### src/vfd_speed_pkg.sv
// constants and types for the pump speed and staging controller
// assumes one 100 MHz clock and percent-scaled speed words
package vfd_speed_pkg;

    // ------------------------------------------------------------
    // widths and sizes
    // ------------------------------------------------------------
    localparam int SPEED_W   = 7;
    localparam int LEVEL_W   = 12;
    localparam int PUMPS     = 3;
    localparam int RUNSEC_W  = 8;
    localparam int SECCNT_W  = 27;
    localparam int ACCCNT_W  = 3;

    // ------------------------------------------------------------
    // timing
    // ------------------------------------------------------------
    localparam int CLK_PERIOD_NS    = 10;
    localparam int SECOND_NS        = 1_000_000_000;
    localparam int SECOND_CYCLES    = SECOND_NS / CLK_PERIOD_NS;
    localparam int ACCEL_INTERVAL_S = 5;

    // ------------------------------------------------------------
    // speed values (percent of full scale)
    // ------------------------------------------------------------
    localparam logic [SPEED_W-1:0] SPEED_ZERO   = 7'h00;
    localparam logic [SPEED_W-1:0] SPEED_FULL   = 7'h64;
    localparam logic [SPEED_W-1:0] OVERRIDE_RST = 7'h4B;
    localparam logic [SPEED_W-1:0] STEP_COARSE  = 7'h05;
    localparam logic [SPEED_W-1:0] STEP_FINE    = 7'h01;
    localparam logic               DRIVE_RST    = 1'h0;

    typedef enum logic [1:0] {FAULT_DISABLED_BACKUP, FAULT_FLOATS, FAULT_HOLD} faultMode_t;
    typedef enum logic {STAGE_LEVEL, STAGE_SPEED} staging_t;

endpackage
### src/pump_ramp.sv
// one pump: speed ramp and minimum-run timer
// assumes accelTick and secTick are single-cycle pulses from the top
module pump_ramp
    import vfd_speed_pkg::*;
(
    input  wire logic                clk_sys,
    input  wire logic                reset_n,
    input  wire logic                run,
    input  wire logic [SPEED_W-1:0]  target,
    input  wire logic [SPEED_W-1:0]  accel,
    input  wire logic                accelTick,
    input  wire logic                secTick,
    input  wire logic [RUNSEC_W-1:0] minRunSec,
    output logic      [SPEED_W-1:0]  speed,
    output logic                     minRunDone
);

    typedef struct packed {
        logic [SPEED_W-1:0]  speed;
        logic [RUNSEC_W-1:0] runSec;
        logic                done;
    } ramp_t;

    ramp_t state;
    ramp_t next_state;
    logic [SPEED_W:0] sum;

    // ------------------------------------------------------------
    // next state
    // ------------------------------------------------------------
    always_comb
    begin
        next_state = state;
        sum = {1'b0, state.speed} + {1'b0, accel};
        if (!run)
        begin
            next_state = '0;
        end
        else
        begin
            if (state.speed > target)
                next_state.speed = target;
            else if (accelTick)
                next_state.speed = (sum > {1'b0, target}) ? target : sum[SPEED_W-1:0];
            if (secTick && state.runSec != '1)
                next_state.runSec = state.runSec + RUNSEC_W'(1);
            next_state.done = (next_state.runSec >= minRunSec);
        end
    end

    always_ff @(posedge clk_sys or negedge reset_n)
    begin
        if (!reset_n)
            state <= '0;
        else
            state <= next_state;
    end

    assign speed      = state.speed;
    assign minRunDone = state.done;
endmodule

### src/pump_speed_staging.sv
// speed and staging controller for up to three variable-speed pumps
// assumes all inputs synchronous to clk_sys; adjust/config inputs are 1-cycle pulses
import vfd_speed_pkg::*;

module pump_speed_staging
    import vfd_speed_pkg::*;
#(
    parameter int SEC_CYCLES = SECOND_CYCLES
)
(
    input  wire logic                           clk_sys,
    input  wire logic                           reset_n,
    input  wire logic [LEVEL_W-1:0]             wellLevel,
    input  wire logic [LEVEL_W-1:0]             procSetpoint,
    input  wire logic [LEVEL_W-1:0]             leadStartLevel,
    input  wire logic [LEVEL_W-1:0]             lagStartLevel,
    input  wire logic [LEVEL_W-1:0]             secondLagStartLevel,
    input  wire logic [LEVEL_W-1:0]             leadStopLevel,
    input  wire logic [LEVEL_W-1:0]             lagStopLevel,
    input  wire logic [LEVEL_W-1:0]             secondLagStopLevel,
    input  wire logic [SPEED_W-1:0]             minSpeed,
    input  wire logic [SPEED_W-1:0]             maxSpeed,
    input  wire logic [SPEED_W-1:0]             stageOffSpeed,
    input  wire staging_t                       stagingMode,
    input  wire logic [RUNSEC_W-1:0]            minRunSec,
    input  wire logic [PUMPS-1:0][SPEED_W-1:0]  accel,
    input  wire logic [PUMPS-1:0]               handSelect,
    input  wire logic [PUMPS-1:0]               telemetryForce,
    input  wire logic                           fixedLagEnable,
    input  wire faultMode_t                     transducerFaultMode,
    input  wire logic                           highFloatEnable,
    input  wire logic                           lowFloatEnable,
    input  wire logic                           highFloat,
    input  wire logic                           lowFloat,
    input  wire logic                           adjUpCoarse,
    input  wire logic                           adjUpFine,
    input  wire logic                           adjDownFine,
    input  wire logic                           adjDownCoarse,
    input  wire logic                           adjApply,
    input  wire logic                           adjRevert,
    input  wire logic                           adjSave,
    input  wire logic                           processRestart,
    input  wire logic                           configWrite,
    input  wire logic [SPEED_W-1:0]             configSpeed,
    input  wire logic                           driveEnable,
    input  wire logic                           driveDisable,
    input  wire logic                           factoryReset,
    output logic      [PUMPS-1:0]               pumpRun,
    output logic      [PUMPS-1:0][SPEED_W-1:0]  speedCmd,
    output logic      [SPEED_W-1:0]             pendingSpeed,
    output logic      [SPEED_W-1:0]             activeSpeed,
    output logic      [SPEED_W-1:0]             storedSpeed,
    output logic                                driveMode
);

    typedef struct packed {
        logic [SECCNT_W-1:0] secCount;
        logic                secTick;
        logic [ACCCNT_W-1:0] accelCount;
        logic                accelTick;
        logic [PUMPS-1:0]    run;
        logic [SPEED_W-1:0]  pending;
        logic [SPEED_W-1:0]  active;
        logic [SPEED_W-1:0]  stored;
        logic                driveMode;
    } ctrl_t;

    ctrl_t                           state;
    ctrl_t                           next_state;
    logic [PUMPS-1:0][LEVEL_W-1:0]   startLvl;
    logic [PUMPS-1:0][LEVEL_W-1:0]   stopLvl;
    logic [PUMPS-1:0][SPEED_W-1:0]   targetSpeed;
    logic [PUMPS-1:0]                minRunDone;
    logic [LEVEL_W-1:0]              maxLevel;
    logic [SPEED_W-1:0]              autoSpeed;
    logic                            highCall;
    logic                            lowKill;
    logic                            overrideAll;

    // ------------------------------------------------------------
    // helpers
    // ------------------------------------------------------------
    function automatic logic [SPEED_W-1:0] interp(
        input logic [LEVEL_W-1:0] level,
        input logic [LEVEL_W-1:0] lo,
        input logic [LEVEL_W-1:0] hi,
        input logic [SPEED_W-1:0] minS,
        input logic [SPEED_W-1:0] maxS
    );
        logic [SPEED_W+LEVEL_W-1:0] prod;
        logic [SPEED_W-1:0]         res;
        prod = '0;
        res  = minS;
        if (maxS <= minS || level <= lo)
            res = minS;
        else if (level >= hi || hi <= lo)
            res = maxS;
        else
        begin
            prod = (maxS - minS) * (level - lo);
            res  = minS + SPEED_W'(prod / (hi - lo));
        end
        return res;
    endfunction

    function automatic logic [SPEED_W-1:0] stepSpeed(
        input logic [SPEED_W-1:0] cur,
        input logic [SPEED_W-1:0] step,
        input logic               down
    );
        logic [SPEED_W:0] up;
        logic [SPEED_W-1:0] res;
        up  = {1'b0, cur} + {1'b0, step};
        res = cur;
        if (down)
            res = (cur > step) ? cur - step : SPEED_ZERO;
        else
            res = (up > {1'b0, SPEED_FULL}) ? SPEED_FULL : up[SPEED_W-1:0];
        return res;
    endfunction

    // ------------------------------------------------------------
    // speed targets
    // ------------------------------------------------------------
    assign startLvl = {secondLagStartLevel, lagStartLevel, leadStartLevel};
    assign stopLvl  = {secondLagStopLevel, lagStopLevel, leadStopLevel};

    // floats act in disabled-backup mode only
    assign highCall = highFloatEnable && highFloat
                      && transducerFaultMode == FAULT_DISABLED_BACKUP;
    assign lowKill  = lowFloatEnable && !lowFloat
                      && transducerFaultMode == FAULT_DISABLED_BACKUP;
    assign overrideAll = (|handSelect) || (|telemetryForce) || highCall;

    // threshold for max speed rises once the lag pump runs
    assign maxLevel  = state.run[1] ? secondLagStartLevel : lagStartLevel;
    assign autoSpeed = interp(wellLevel, procSetpoint, maxLevel,
                              minSpeed, maxSpeed);

    always_comb
    begin
        for (int k = 0; k < PUMPS; k++)
        begin
            targetSpeed[k] = autoSpeed;
            if (overrideAll || (k == PUMPS - 1 && fixedLagEnable))
                targetSpeed[k] = state.active;
        end
    end

    // ------------------------------------------------------------
    // next state
    // ------------------------------------------------------------
    always_comb
    begin
        next_state = state;
        next_state.secTick   = 1'b0;
        next_state.accelTick = 1'b0;
        if (state.secCount == SECCNT_W'(SEC_CYCLES - 1))
        begin
            next_state.secCount = '0;
            next_state.secTick  = 1'b1;
            if (state.accelCount == ACCCNT_W'(ACCEL_INTERVAL_S - 1))
            begin
                next_state.accelCount = '0;
                next_state.accelTick  = 1'b1;
            end
            else
                next_state.accelCount = state.accelCount + ACCCNT_W'(1);
        end
        else
            next_state.secCount = state.secCount + SECCNT_W'(1);

        for (int k = 0; k < PUMPS; k++)
        begin
            if (!state.run[k])
                next_state.run[k] = wellLevel >= startLvl[k];
            else if (stagingMode == STAGE_LEVEL)
                next_state.run[k] = wellLevel > stopLvl[k];
            else
                next_state.run[k] = !(speedCmd[k] <= stageOffSpeed
                                      && wellLevel <= startLvl[k]
                                      && minRunDone[k]);
            if (handSelect[k] || telemetryForce[k] || highCall)
                next_state.run[k] = 1'b1;
            if ((lowKill && !highCall) || !state.driveMode)
                next_state.run[k] = 1'b0;
        end

        // manual speed adjustment, one action per cycle
        if (processRestart)
        begin
            next_state.active  = state.stored;
            next_state.pending = state.stored;
        end
        else if (adjApply)
            next_state.active = state.pending;
        else if (adjRevert)
            next_state.pending = state.stored;
        else if (adjSave)
            next_state.stored = state.active;
        else if (configWrite)
        begin
            next_state.stored  = configSpeed;
            next_state.active  = configSpeed;
            next_state.pending = configSpeed;
        end
        else if (adjUpCoarse)
            next_state.pending = stepSpeed(state.pending, STEP_COARSE, 1'b0);
        else if (adjUpFine)
            next_state.pending = stepSpeed(state.pending, STEP_FINE, 1'b0);
        else if (adjDownFine)
            next_state.pending = stepSpeed(state.pending, STEP_FINE, 1'b1);
        else if (adjDownCoarse)
            next_state.pending = stepSpeed(state.pending, STEP_COARSE, 1'b1);

        // drive mode kept across process restarts
        if (factoryReset)
        begin
            next_state.driveMode = DRIVE_RST;
            next_state.stored    = OVERRIDE_RST;
            next_state.active    = OVERRIDE_RST;
            next_state.pending   = OVERRIDE_RST;
        end
        else if (driveEnable)
            next_state.driveMode = 1'b1;
        else if (driveDisable)
            next_state.driveMode = 1'b0;
    end

    always_ff @(posedge clk_sys or negedge reset_n)
    begin
        if (!reset_n)
        begin
            state           <= '0;
            state.pending   <= OVERRIDE_RST;
            state.active    <= OVERRIDE_RST;
            state.stored    <= OVERRIDE_RST;
            state.driveMode <= DRIVE_RST;
        end
        else
            state <= next_state;
    end

    // ------------------------------------------------------------
    // per-pump ramps
    // ------------------------------------------------------------
    for (genvar g = 0; g < PUMPS; g++)
    begin : gen_pump
        pump_ramp u_ramp (
            .clk_sys    (clk_sys),
            .reset_n    (reset_n),
            .run        (state.run[g]),
            .target     (targetSpeed[g]),
            .accel      (accel[g]),
            .accelTick  (state.accelTick),
            .secTick    (state.secTick),
            .minRunSec  (minRunSec),
            .speed      (speedCmd[g]),
            .minRunDone (minRunDone[g])
        );
    end

    assign pumpRun      = state.run;
    assign pendingSpeed = state.pending;
    assign activeSpeed  = state.active;
    assign storedSpeed  = state.stored;
    assign driveMode    = state.driveMode;
endmodule

### config.mk
export PLATFORM = sky130hd
export DESIGN_NAME = pump_speed_staging
export DESIGN_NICKNAME = d
export VERILOG_FILES = /design/src/vfd_speed_pkg.sv /design/src/pump_ramp.sv /design/src/pump_speed_staging.sv
export SDC_FILE = /design/constraint.sdc
export NUM_CORES = 1
export LEC_CHECK = 0
export BUFFER_PORTS_ARGS = -buffer_cell sky130_fd_sc_hd__buf_2
export CAP_MARGIN = 10
export CORE_ASPECT_RATIO = 1.2
export CORE_MARGIN = 2
export CORE_UTILIZATION = 53
export CTS_CLUSTER_DIAMETER = 100
export DETAILED_ROUTE_END_ITERATION = 8
export GPL_ROUTABILITY_DRIVEN = 0
export PLACE_DENSITY = 0.8
export RECOVER_POWER = 25
export SYNTH_ARGS = -nofsm -noshare
export SYNTH_HDL_FRONTEND = slang
export SYNTH_SLANG_ARGS = --single-unit
### constraint.sdc
create_clock -name clk_sys -period 43.7 [get_ports clk_sys]
set_input_delay 8.74 -clock clk_sys [delete_from_list [all_inputs] [get_ports clk_sys]]
set_output_delay 8.74 -clock clk_sys [all_outputs]
set_load 0.05 [all_outputs]
==> metrics.cfg, run 1 <==
[yosys]
yosysUniqueCellTypes=109
async_flop_share=1.00
netlist_area_sq_um=26500
seq_area_frac_synth=0.0999
syn_avg_cell_area_sq_um=7.70
synth_edf_count=0
syn-num-nets=4175
postSynthCellCount=3435
synth_ff_type=dfrtp_1
ys.warnings.count=0
ys_seq_elements=105

[floorplan]
top_level_ports=227
die_w_um=208
start_util=0.538
fp.dieH_um=249
num_rows=89

[clock_network]
numCtsBuffers=9
cts.sinks=105
h-tree-depth=3
root_buffer=clkbuf_16
clk_path_buf_depth=2
cts-hold-fix-buffers=0

[place]
pre_cts_ws_ns=-5.94
post-dp-hpwl_um=77400
portBuffers=226

[status]
firstError=[ERROR GRT-0232] Routing congestion too high. Check the congestion heatmap in the GUI.
status=aborted with a tool error
stop_stage=5_1_grt

[global_routing]
grt_max_degree=64
grt_usage=0.761
grt.overflow.total=184

[sta]
worstEndpointType=register data pin
worst_endpoint=gen_pump[1].u_ramp.speed[3]$_DFFE_PN0P_/D

-- kinds of logic after synthesis --
| logic type | count (synthesis) | share of synthesized area |
|---|---|---|
| simple gates | 1120 | 0.209 |
| compound gates | 905 | 0.231 |
| fa+ha+maj | 562 | 0.290 |
| buf+inv | 475 | 0.0745 |
| xor+xnor | 184 | 0.0617 |
| flops | 105 | 0.0999 |
| mux | 84 | 0.0341 |
-- through the flow --
step,cell area (sq um),cells
floorplan,27400,3435
CTS,37600,5222
global placement,34900,5017
detailed placement,34900,5017
-- synthesized netlist by cell type (8+ instances only) --
library cell,number,area [sq um]
and4_1,14,123
nand4_1,56,350
nor2_1,345,1290
a211oi_1,29,218
nor4_1,15,93.8
a221oi_1,8,70.1
mux2_2,49,552
a22oi_1,11,82.6
nand2_1,216,811
a21boi_0,27,203
dfstp_2,12,315
o21ai_0,172,861
nand3_1,66,330
xor2_1,73,639
fa_1,85,1700
nor2b_1,75,469
o21bai_1,24,180
and3_1,32,200
or2_2,18,113
nor3_1,101,505
or3_1,29,181
clkbuf_1,60,225
a21oi_1,197,986
o21a_1,111,833
a31oi_1,29,181
o211ai_1,20,150
mux2i_1,35,350
xnor2_1,109,955
a22o_1,8,70.1
ha_1,474,5930
o21ai_1,10,50.1
o31ai_1,22,165
buf_4,46,345
and2_1,44,275
o221ai_1,9,78.8
inv_1,349,1310
dfrtp_1,93,2330
a41oi_1,12,105
a21o_1,93,698
nand3b_1,9,67.6
nor3b_1,9,67.6
o31a_1,9,78.8
nand2b_1,63,394
o22ai_1,12,75.1
-- per-layer routing --
metal  GRT overflow  global-route usage
met5              1               0.486
met4             54               0.772
met3              6               0.671
met2            110               0.879
met1             13               0.739
-- timing repair --
item	in CTS
gates resized for setup	200
gates cloned	2
endpoints found under the setup margin	21
setup buffers	188
pin swaps	168
==> run 2: changes to the inputs <==
- CORE_ASPECT_RATIO: 1.2 -> not set
- CORE_UTILIZATION: 53 -> 38
- CTS_CLUSTER_DIAMETER: 100 -> not set
- PLACE_DENSITY: 0.8 -> not set
- PLACE_DENSITY_LB_ADDON: not set -> 0.15
- clock period: 43.7 -> 56.8 ns (I/O delays scaled with it)
==> run 2 against run 1 <==
The flow now finishes, with violations (capacitance limit, slew limit). Area after synthesis stayed put. Synthesized cell count did not move.
==> metrics.cfg, run 2 <==
[status]
status=complete, but fails checks  ; was aborted with a tool error
violations=capacitance limit, slew limit

[route]
drt-wirelength-per-cell_um=18.8
vias=25600
totalWireLength_um=87200
routed_via_density=5.54
ant_nets=0
drt_iter0_drc=1857
dr.pass1.iters=8
drc=0

[clock_network]
numCtsBuffers=9  ; unchanged
clkTransAtPathRegs_ns=0.08
root_buffer=clkbuf_16  ; unchanged
worstSkewPairLatency_ns=0.37
cts_tree=done
h-tree-depth=3  ; unchanged
clk_path_buf_depth=2  ; unchanged
cts.sinks=105  ; unchanged

[yosys]
netlist_area_sq_um=26500  ; unchanged
ys.warnings.count=0  ; unchanged
synth_ff_type=dfrtp_1  ; unchanged
synth_top_area_cell=ha_1  ; unchanged
yosysUniqueCellTypes=109  ; unchanged
synth_top_area_frac=0.224  ; unchanged
postSynthCellCount=3435  ; unchanged
yosys-mux-area-fraction=0.0341  ; unchanged
syn_avg_cell_area_sq_um=7.70  ; unchanged
syn-num-nets=4175  ; unchanged
yosys.area_share.simple=0.209  ; unchanged
synthAdderAreaFrac=0.290  ; unchanged
synth_top_family_by_area=adder cells  ; unchanged
synth_compound_area_frac=0.231  ; unchanged
async_flop_share=1.00  ; unchanged
synth_common_cells=ha_1, inv_1, nor2_1, nand2_1, a21oi_1  ; unchanged
synth.most_common_cell=ha_1  ; unchanged
synth_area_leaders=ha_1, dfrtp_1, fa_1  ; unchanged
synth_edf_count=0  ; unchanged
synthXorXnorAreaFrac=0.0617  ; unchanged
seq_area_frac_synth=0.0999  ; unchanged
ys_seq_elements=105  ; unchanged

[cells_and_area]
final_area_sq_um=30000
final_common_cell=ha_1
regMostFlops=state
synthToLayoutAreaGrowth_pct=13.3
largest_reg_flops=32
drive_gt1_frac=0.155
final_cell_mix=ha_1, inv_1, nor2_1, buf_2, nand2_1
finish.utilization=0.436
nets=4423
n_fill_cell=7206

[place]
post-dp-hpwl_um=71500  ; was 77400 um
portBuffers=226  ; unchanged
place_area_sq_um=28900  ; was 34900 sq um

[critical_path]
slowest_stage=fa_1
reg2reg_from=pumpRun[1]$_DFF_PN0_
crit_arrival_ns=54.37
critPathMaxFanout=22
cp_num_buf_inv=24
max_stage_delay_ns=0.52
reg2reg_slack_ns=15.23
crit_required_ns=57.05
cp_top_family=compound AO/OA/AOI/OAI gates
worst_setup_path_start_kind=input port
rr_worst_depth=202
cpMostUsedCell=o21a_1
r2r-end=gen_pump[1].u_ramp.speed[3]$_DFFE_PN0P_
path_class=in -> reg
cp-end-kind=flop

[sta]
setup_violations=0
worstMarginPinSlew_ns=3.44
finalCritPeriodShare=0.953
max_freq_ghz=0.0185
slew_viol_final=61
tns_ns=0
hold_viol=0
hold_ws_ns=0.486
period_needed_ns=54.11
finClkSkew_ns=0.0120
relSlewSlack=-1.29

[global_routing]
grt_first_pass_wirelength_um=136000
antenna_found_initial=11
grt.overflow.total=0
grt_usage=0.238
grt_max_degree=61
grt_pass1_vias=24600

[floorplan]
fp.dieH_um=268  ; was 249 um
start_util=0.385  ; was 0.538
die-area_sq_um=71700
core_sq_um=68700
num_rows=96  ; was 89
top_level_ports=227  ; unchanged
die_w_um=268  ; was 208 um

[min_path]
min_path_type=reg -> reg
holdCritStartpoint=state[42]$_DFF_PN0_
hold_end=state[42]$_DFF_PN0_
whs_path_depth=1

[job]
maxCapViolCount=1

-- run 2: cell counts after synthesis --
No cell type changed its count.
-- run 2: stage by stage --
stage,instances,worst slack (ns)
global placement,4575,-0.268
finish,4630,2.69
CTS,4591,0.141
global route,4627,-0.328
floorplan,3435,2.27
detailed placement,4575,-0.803
-- run 2: cell type report --
type,instances,area (sq um),share of cell area
clock buffers,10,239,0.00798
flip-flops and latches,105,2640,0.0882
diodes,11,27.5,0.000919
inverters,355,1340,0.0447
well taps,931,1160,0.0389
repair buffers,357,2110,0.0704
clock inverters,6,114,0.00380
multi-input cells,2855,22300,0.745
-- run 2: kinds of logic (layout without fill, tap and decap cells) --
group,Yosys count,in the layout
flops,105,105
simple gates,1120,1120
fa+ha+maj,562,562
xor+xnor,184,184
compound gates,905,905
other cells,0,11
mux,84,84
buf+inv,475,728
-- run 2: timing repair --
action                                  4_1_cts  5_1_grt
hold buffers                                  0        0
endpoints found under the setup margin       20       21
buffers inserted                              0       28
pin swaps                                     0       21
resized for setup                            10      100
hold endpoints to repair                      0        0
-- run 2: layer usage --
metal | wire [um] | part of all wire | vias to the layer above | track usage
li1 | - | - | 12800 | -
met1 | 40800 | 0.47 | 12100 | 0.330
met2 | 39600 | 0.45 | 671 | 0.391
met3 | 4840 | 0.055 | 107 | 0.0289
met4 | 1900 | 0.022 | 2 | 0.0574
met5 | 9 | 0.00010 | - | 0
-- run 2: worst max path at each step --
stage | start | endpoint | slack (ns) | cells after the start
finish | procSetpoint[1] | gen_pump[1].u_ramp.speed[3]$_DFFE_PN0P_ | 2.69 | 222
global route | procSetpoint[1] | gen_pump[1].u_ramp.speed[3]$_DFFE_PN0P_ | -0.33 | 225
CTS | minSpeed[1] | gen_pump[0].u_ramp.speed[6]$_DFFE_PN0P_ | 0.14 | 210
detailed placement | minSpeed[1] | gen_pump[1].u_ramp.speed[3]$_DFFE_PN0P_ | -0.80 | 209
global placement | minSpeed[1] | gen_pump[1].u_ramp.speed[3]$_DFFE_PN0P_ | -0.27 | 211
floorplan | minSpeed[1] | gen_pump[1].u_ramp.speed[2]$_DFFE_PN0P_ | 2.27 | 224
Power of run 2 is not shown: default switching activity piles up to over one toggle a cycle in this logic, so the estimate is an artifact.
==> run 3: changes to the inputs <==
- CORE_UTILIZATION: 38 -> 50
- SYNTH_HIERARCHICAL: not set -> 1
==> run 3 against run 2 <==
Final cell count down 3.4%. First-iteration DRC count up 9.3%. Synthesized cell count up 3.5%. The run still ends with capacitance limit, slew limit left. Critical path depth up 1. Non-clock buffer count down 49. Maximum frequency down 0.34%. Sequential share of layout area down 0.071 points. Final area up 0.81%. Clock skew down 0.0017 ns. Setup slack worse by 0.18 ns. Global-route usage up 6.2 points. Highest routed layer unchanged.
==> metrics.cfg, run 3 <==
[status]
status=complete, but fails checks  ; unchanged
violations=capacitance limit, slew limit  ; unchanged

[sta]
period_needed_ns=54.30  ; was 54.11 ns
fin_ws_ns=2.50  ; was 2.69 ns
finClkSkew_ns=0.0103  ; was 0.0120 ns
worstMarginPinSlew_ns=3.04  ; was 3.44 ns
hold_viol=0  ; unchanged
finalCritPeriodShare=0.956  ; was 0.953
setup_violations=0  ; unchanged
slew_viol_final=55  ; was 61
relSlewSlack=-1.03  ; was -1.29
tns_ns=0  ; unchanged
max_freq_ghz=0.0184  ; was 0.0185 GHz

[floorplan]
die-area_sq_um=56400  ; was 71700 sq um
top_level_ports=227  ; unchanged
start_util=0.506  ; was 0.385
core_sq_um=53900  ; was 68700 sq um
fp.dieH_um=238  ; was 268 um
die_w_um=238  ; was 268 um
num_rows=85  ; was 96

[yosys]
synth_top_area_frac=0.217  ; was 0.224
syn_avg_cell_area_sq_um=7.67  ; was 7.70 sq um
synth_top_area_cell=ha_1  ; unchanged
synth_common_cells=ha_1, inv_1, nor2_1, nand2_1, a21oi_1  ; unchanged
synth_area_leaders=ha_1, dfrtp_1, fa_1  ; unchanged
synth_compound_area_frac=0.243  ; was 0.231
yosys.area_share.simple=0.215  ; was 0.209
synth_edf_count=0  ; unchanged
synth_ff_type=dfrtp_1  ; unchanged
synth.most_common_cell=ha_1  ; unchanged
synthXorXnorAreaFrac=0.0606  ; was 0.0617
syn-num-nets=4296  ; was 4175
synth_top_family_by_area=adder cells  ; unchanged
async_flop_share=1.00  ; unchanged
ys.warnings.count=6  ; was 0
netlist_area_sq_um=27300  ; was 26500 sq um
yosysUniqueCellTypes=113  ; was 109
synthAdderAreaFrac=0.281  ; was 0.290
seq_area_frac_synth=0.0969  ; was 0.0999
yosys-mux-area-fraction=0.0312  ; was 0.0341
postSynthCellCount=3556  ; was 3435
ys_seq_elements=105  ; unchanged

[critical_path]
cpMostUsedCell=ha_1  ; was o21a_1
cp-end-kind=flop  ; unchanged
crit_arrival_ns=54.52  ; was 54.37 ns
critPathMaxFanout=20  ; was 22
cp_top_family=compound AO/OA/AOI/OAI gates  ; unchanged
max_stage_delay_ns=0.67  ; was 0.52 ns
path_class=in -> reg  ; unchanged
crit_required_ns=57.03  ; was 57.05 ns
cp_num_buf_inv=26  ; was 24
worst_setup_path_start_kind=input port  ; unchanged
slowest_stage=or4b_2  ; was fa_1

[route]
drt_iter0_drc=2030  ; was 1857
dr.pass1.iters=6  ; was 8
drt-wirelength-per-cell_um=19.5  ; was 18.8 um
drc=0  ; unchanged
routed_via_density=6.04  ; was 5.54
vias=27000  ; was 25600
totalWireLength_um=87100  ; was 87200 um
ant_nets=0  ; unchanged

[min_path]
min_path_type=reg -> reg  ; unchanged

[cells_and_area]
drive_gt1_frac=0.148  ; was 0.155
final_area_sq_um=30200  ; was 30000 sq um
nets=4501  ; was 4423
final_cell_mix=ha_1, inv_1, nor2_1, nand2_1, buf_2  ; was ha_1, inv_1, nor2_1, buf_2, nand2_1
synthToLayoutAreaGrowth_pct=10.7  ; was 13.3%
finish.utilization=0.560  ; was 0.436
largest_reg_flops=32  ; unchanged
final_common_cell=ha_1  ; unchanged
n_fill_cell=5213  ; was 7206
regMostFlops=state  ; unchanged

[job]
maxCapViolCount=1  ; unchanged

[global_routing]
top_usage_layer=met2  ; unchanged
use_met1=0.405  ; was 0.330
grt.overflow.total=0  ; unchanged
grt_first_pass_wirelength_um=136000  ; about the same
met3_usage=0.0518  ; was 0.0289
grt.met2_usage=0.491  ; was 0.391
grt_pass1_vias=25000  ; was 24600
grt_usage=0.299  ; was 0.238
antenna_found_initial=21  ; was 11
grt_max_degree=55  ; was 61

[clock_network]
root_buffer=clkbuf_16  ; unchanged
cts.sinks=105  ; unchanged
worstSkewPairLatency_ns=0.37  ; about the same
cts_tree=done  ; unchanged
cts-hold-fix-buffers=0  ; unchanged
clkTransAtPathRegs_ns=0.08  ; about the same
h-tree-depth=3  ; unchanged
clk_path_buf_depth=2  ; unchanged
numCtsBuffers=9  ; unchanged

[place]
pre_cts_ws_ns=-1.10  ; was -0.803 ns
post-dp-hpwl_um=70400  ; was 71500 um
place_area_sq_um=29100  ; was 28900 sq um
portBuffers=226  ; unchanged

## run 3: cell types whose count changed in the layout (fill, tap and decap cells not counted), sizes merged, moves of 13 or more
cell / delta
buf: -48
nand2: +41
a21oi: +40
a21o: +26
nand2b: -24
a21boi: -15
nand3: +14
o21ai: -14
nand4: +13
o211ai: +13
xor2: +13
## run 3: stage by stage
step	hold WS [ns]	cells
after floorplan	0.438	3556
after global placement	0.458	4418
after detailed placement	0.463	4418
after CTS	0.479	4434
after global routing	0.496	4469
final	0.477	4472
## run 3: final cells by class
type	count	area (sq um)	area share
Timing Repair Buffer	308	1780	0.0588
Inverter	362	1370	0.0454
Sequential cell	105	2640	0.0875
Multi-Input combinational cell	2974	23200	0.769
Tap cell	696	871	0.0288
Antenna cell	10	25.0	0.000828
Timing Repair inverter	1	5.00	0.000166
Clock buffer	9	225	0.00746
Clock inverter	7	68.8	0.00228
## run 3: what timing repair did
| action | 4_1_cts | 5_1_grt |
|---|---|---|
| setup buffers | 0 | 27 |
| hold endpoints to repair | 0 | 0 |
| gates cloned | 0 | 1 |
| setup endpoints to repair | 21 | 21 |
| pin swaps | 0 | 20 |
| gates resized for setup | 7 | 132 |
## run 3: metal layers
metal	vias to the layer above	wire length, um
met5	-	121
met4	22	2680
met3	182	6550
met2	1028	39000
met1	12600	38800
li1	13200	-
## run 3: kinds of logic (layout without fill, tap and decap cells)
logic type               after synthesis  in the layout
AND/OR/NAND/NOR                     1178           1178
multiplexers                          78             78
other                                  0             10
buffers and inverters                477            687
flip-flops                           105            105
AO/OA/AOI/OAI                        968            968
adder cells (fa/ha/maj)              562            562
XOR/XNOR                             188            188
## run 3: path summary, 6_finish.rpt
check	cells after the start	slack [ns]	from	end
setup / recovery	223	2.50	procSetpoint[2]	gen_pump[0].u_ramp/speed[6]$_DFFE_PN0P_
hold / removal	1	0.48	state[36]$_DFF_PN0_	state[36]$_DFF_PN0_
setup reg to reg	206	15.73	pumpRun[1]$_DFF_PN0_	gen_pump[0].u_ramp/speed[6]$_DFFE_PN0P_
hold reg to reg	1	0.48	state[36]$_DFF_PN0_	state[36]$_DFF_PN0_
min in group asynchronous	1	11.98	reset_n	gen_pump[0].u_ramp/state[3]$_DFF_PN0_
max in group asynchronous	2	42.86	reset_n	pendingSpeed[2]$_DFFE_PN0P_
Power of run 3 is left out for the same reason.
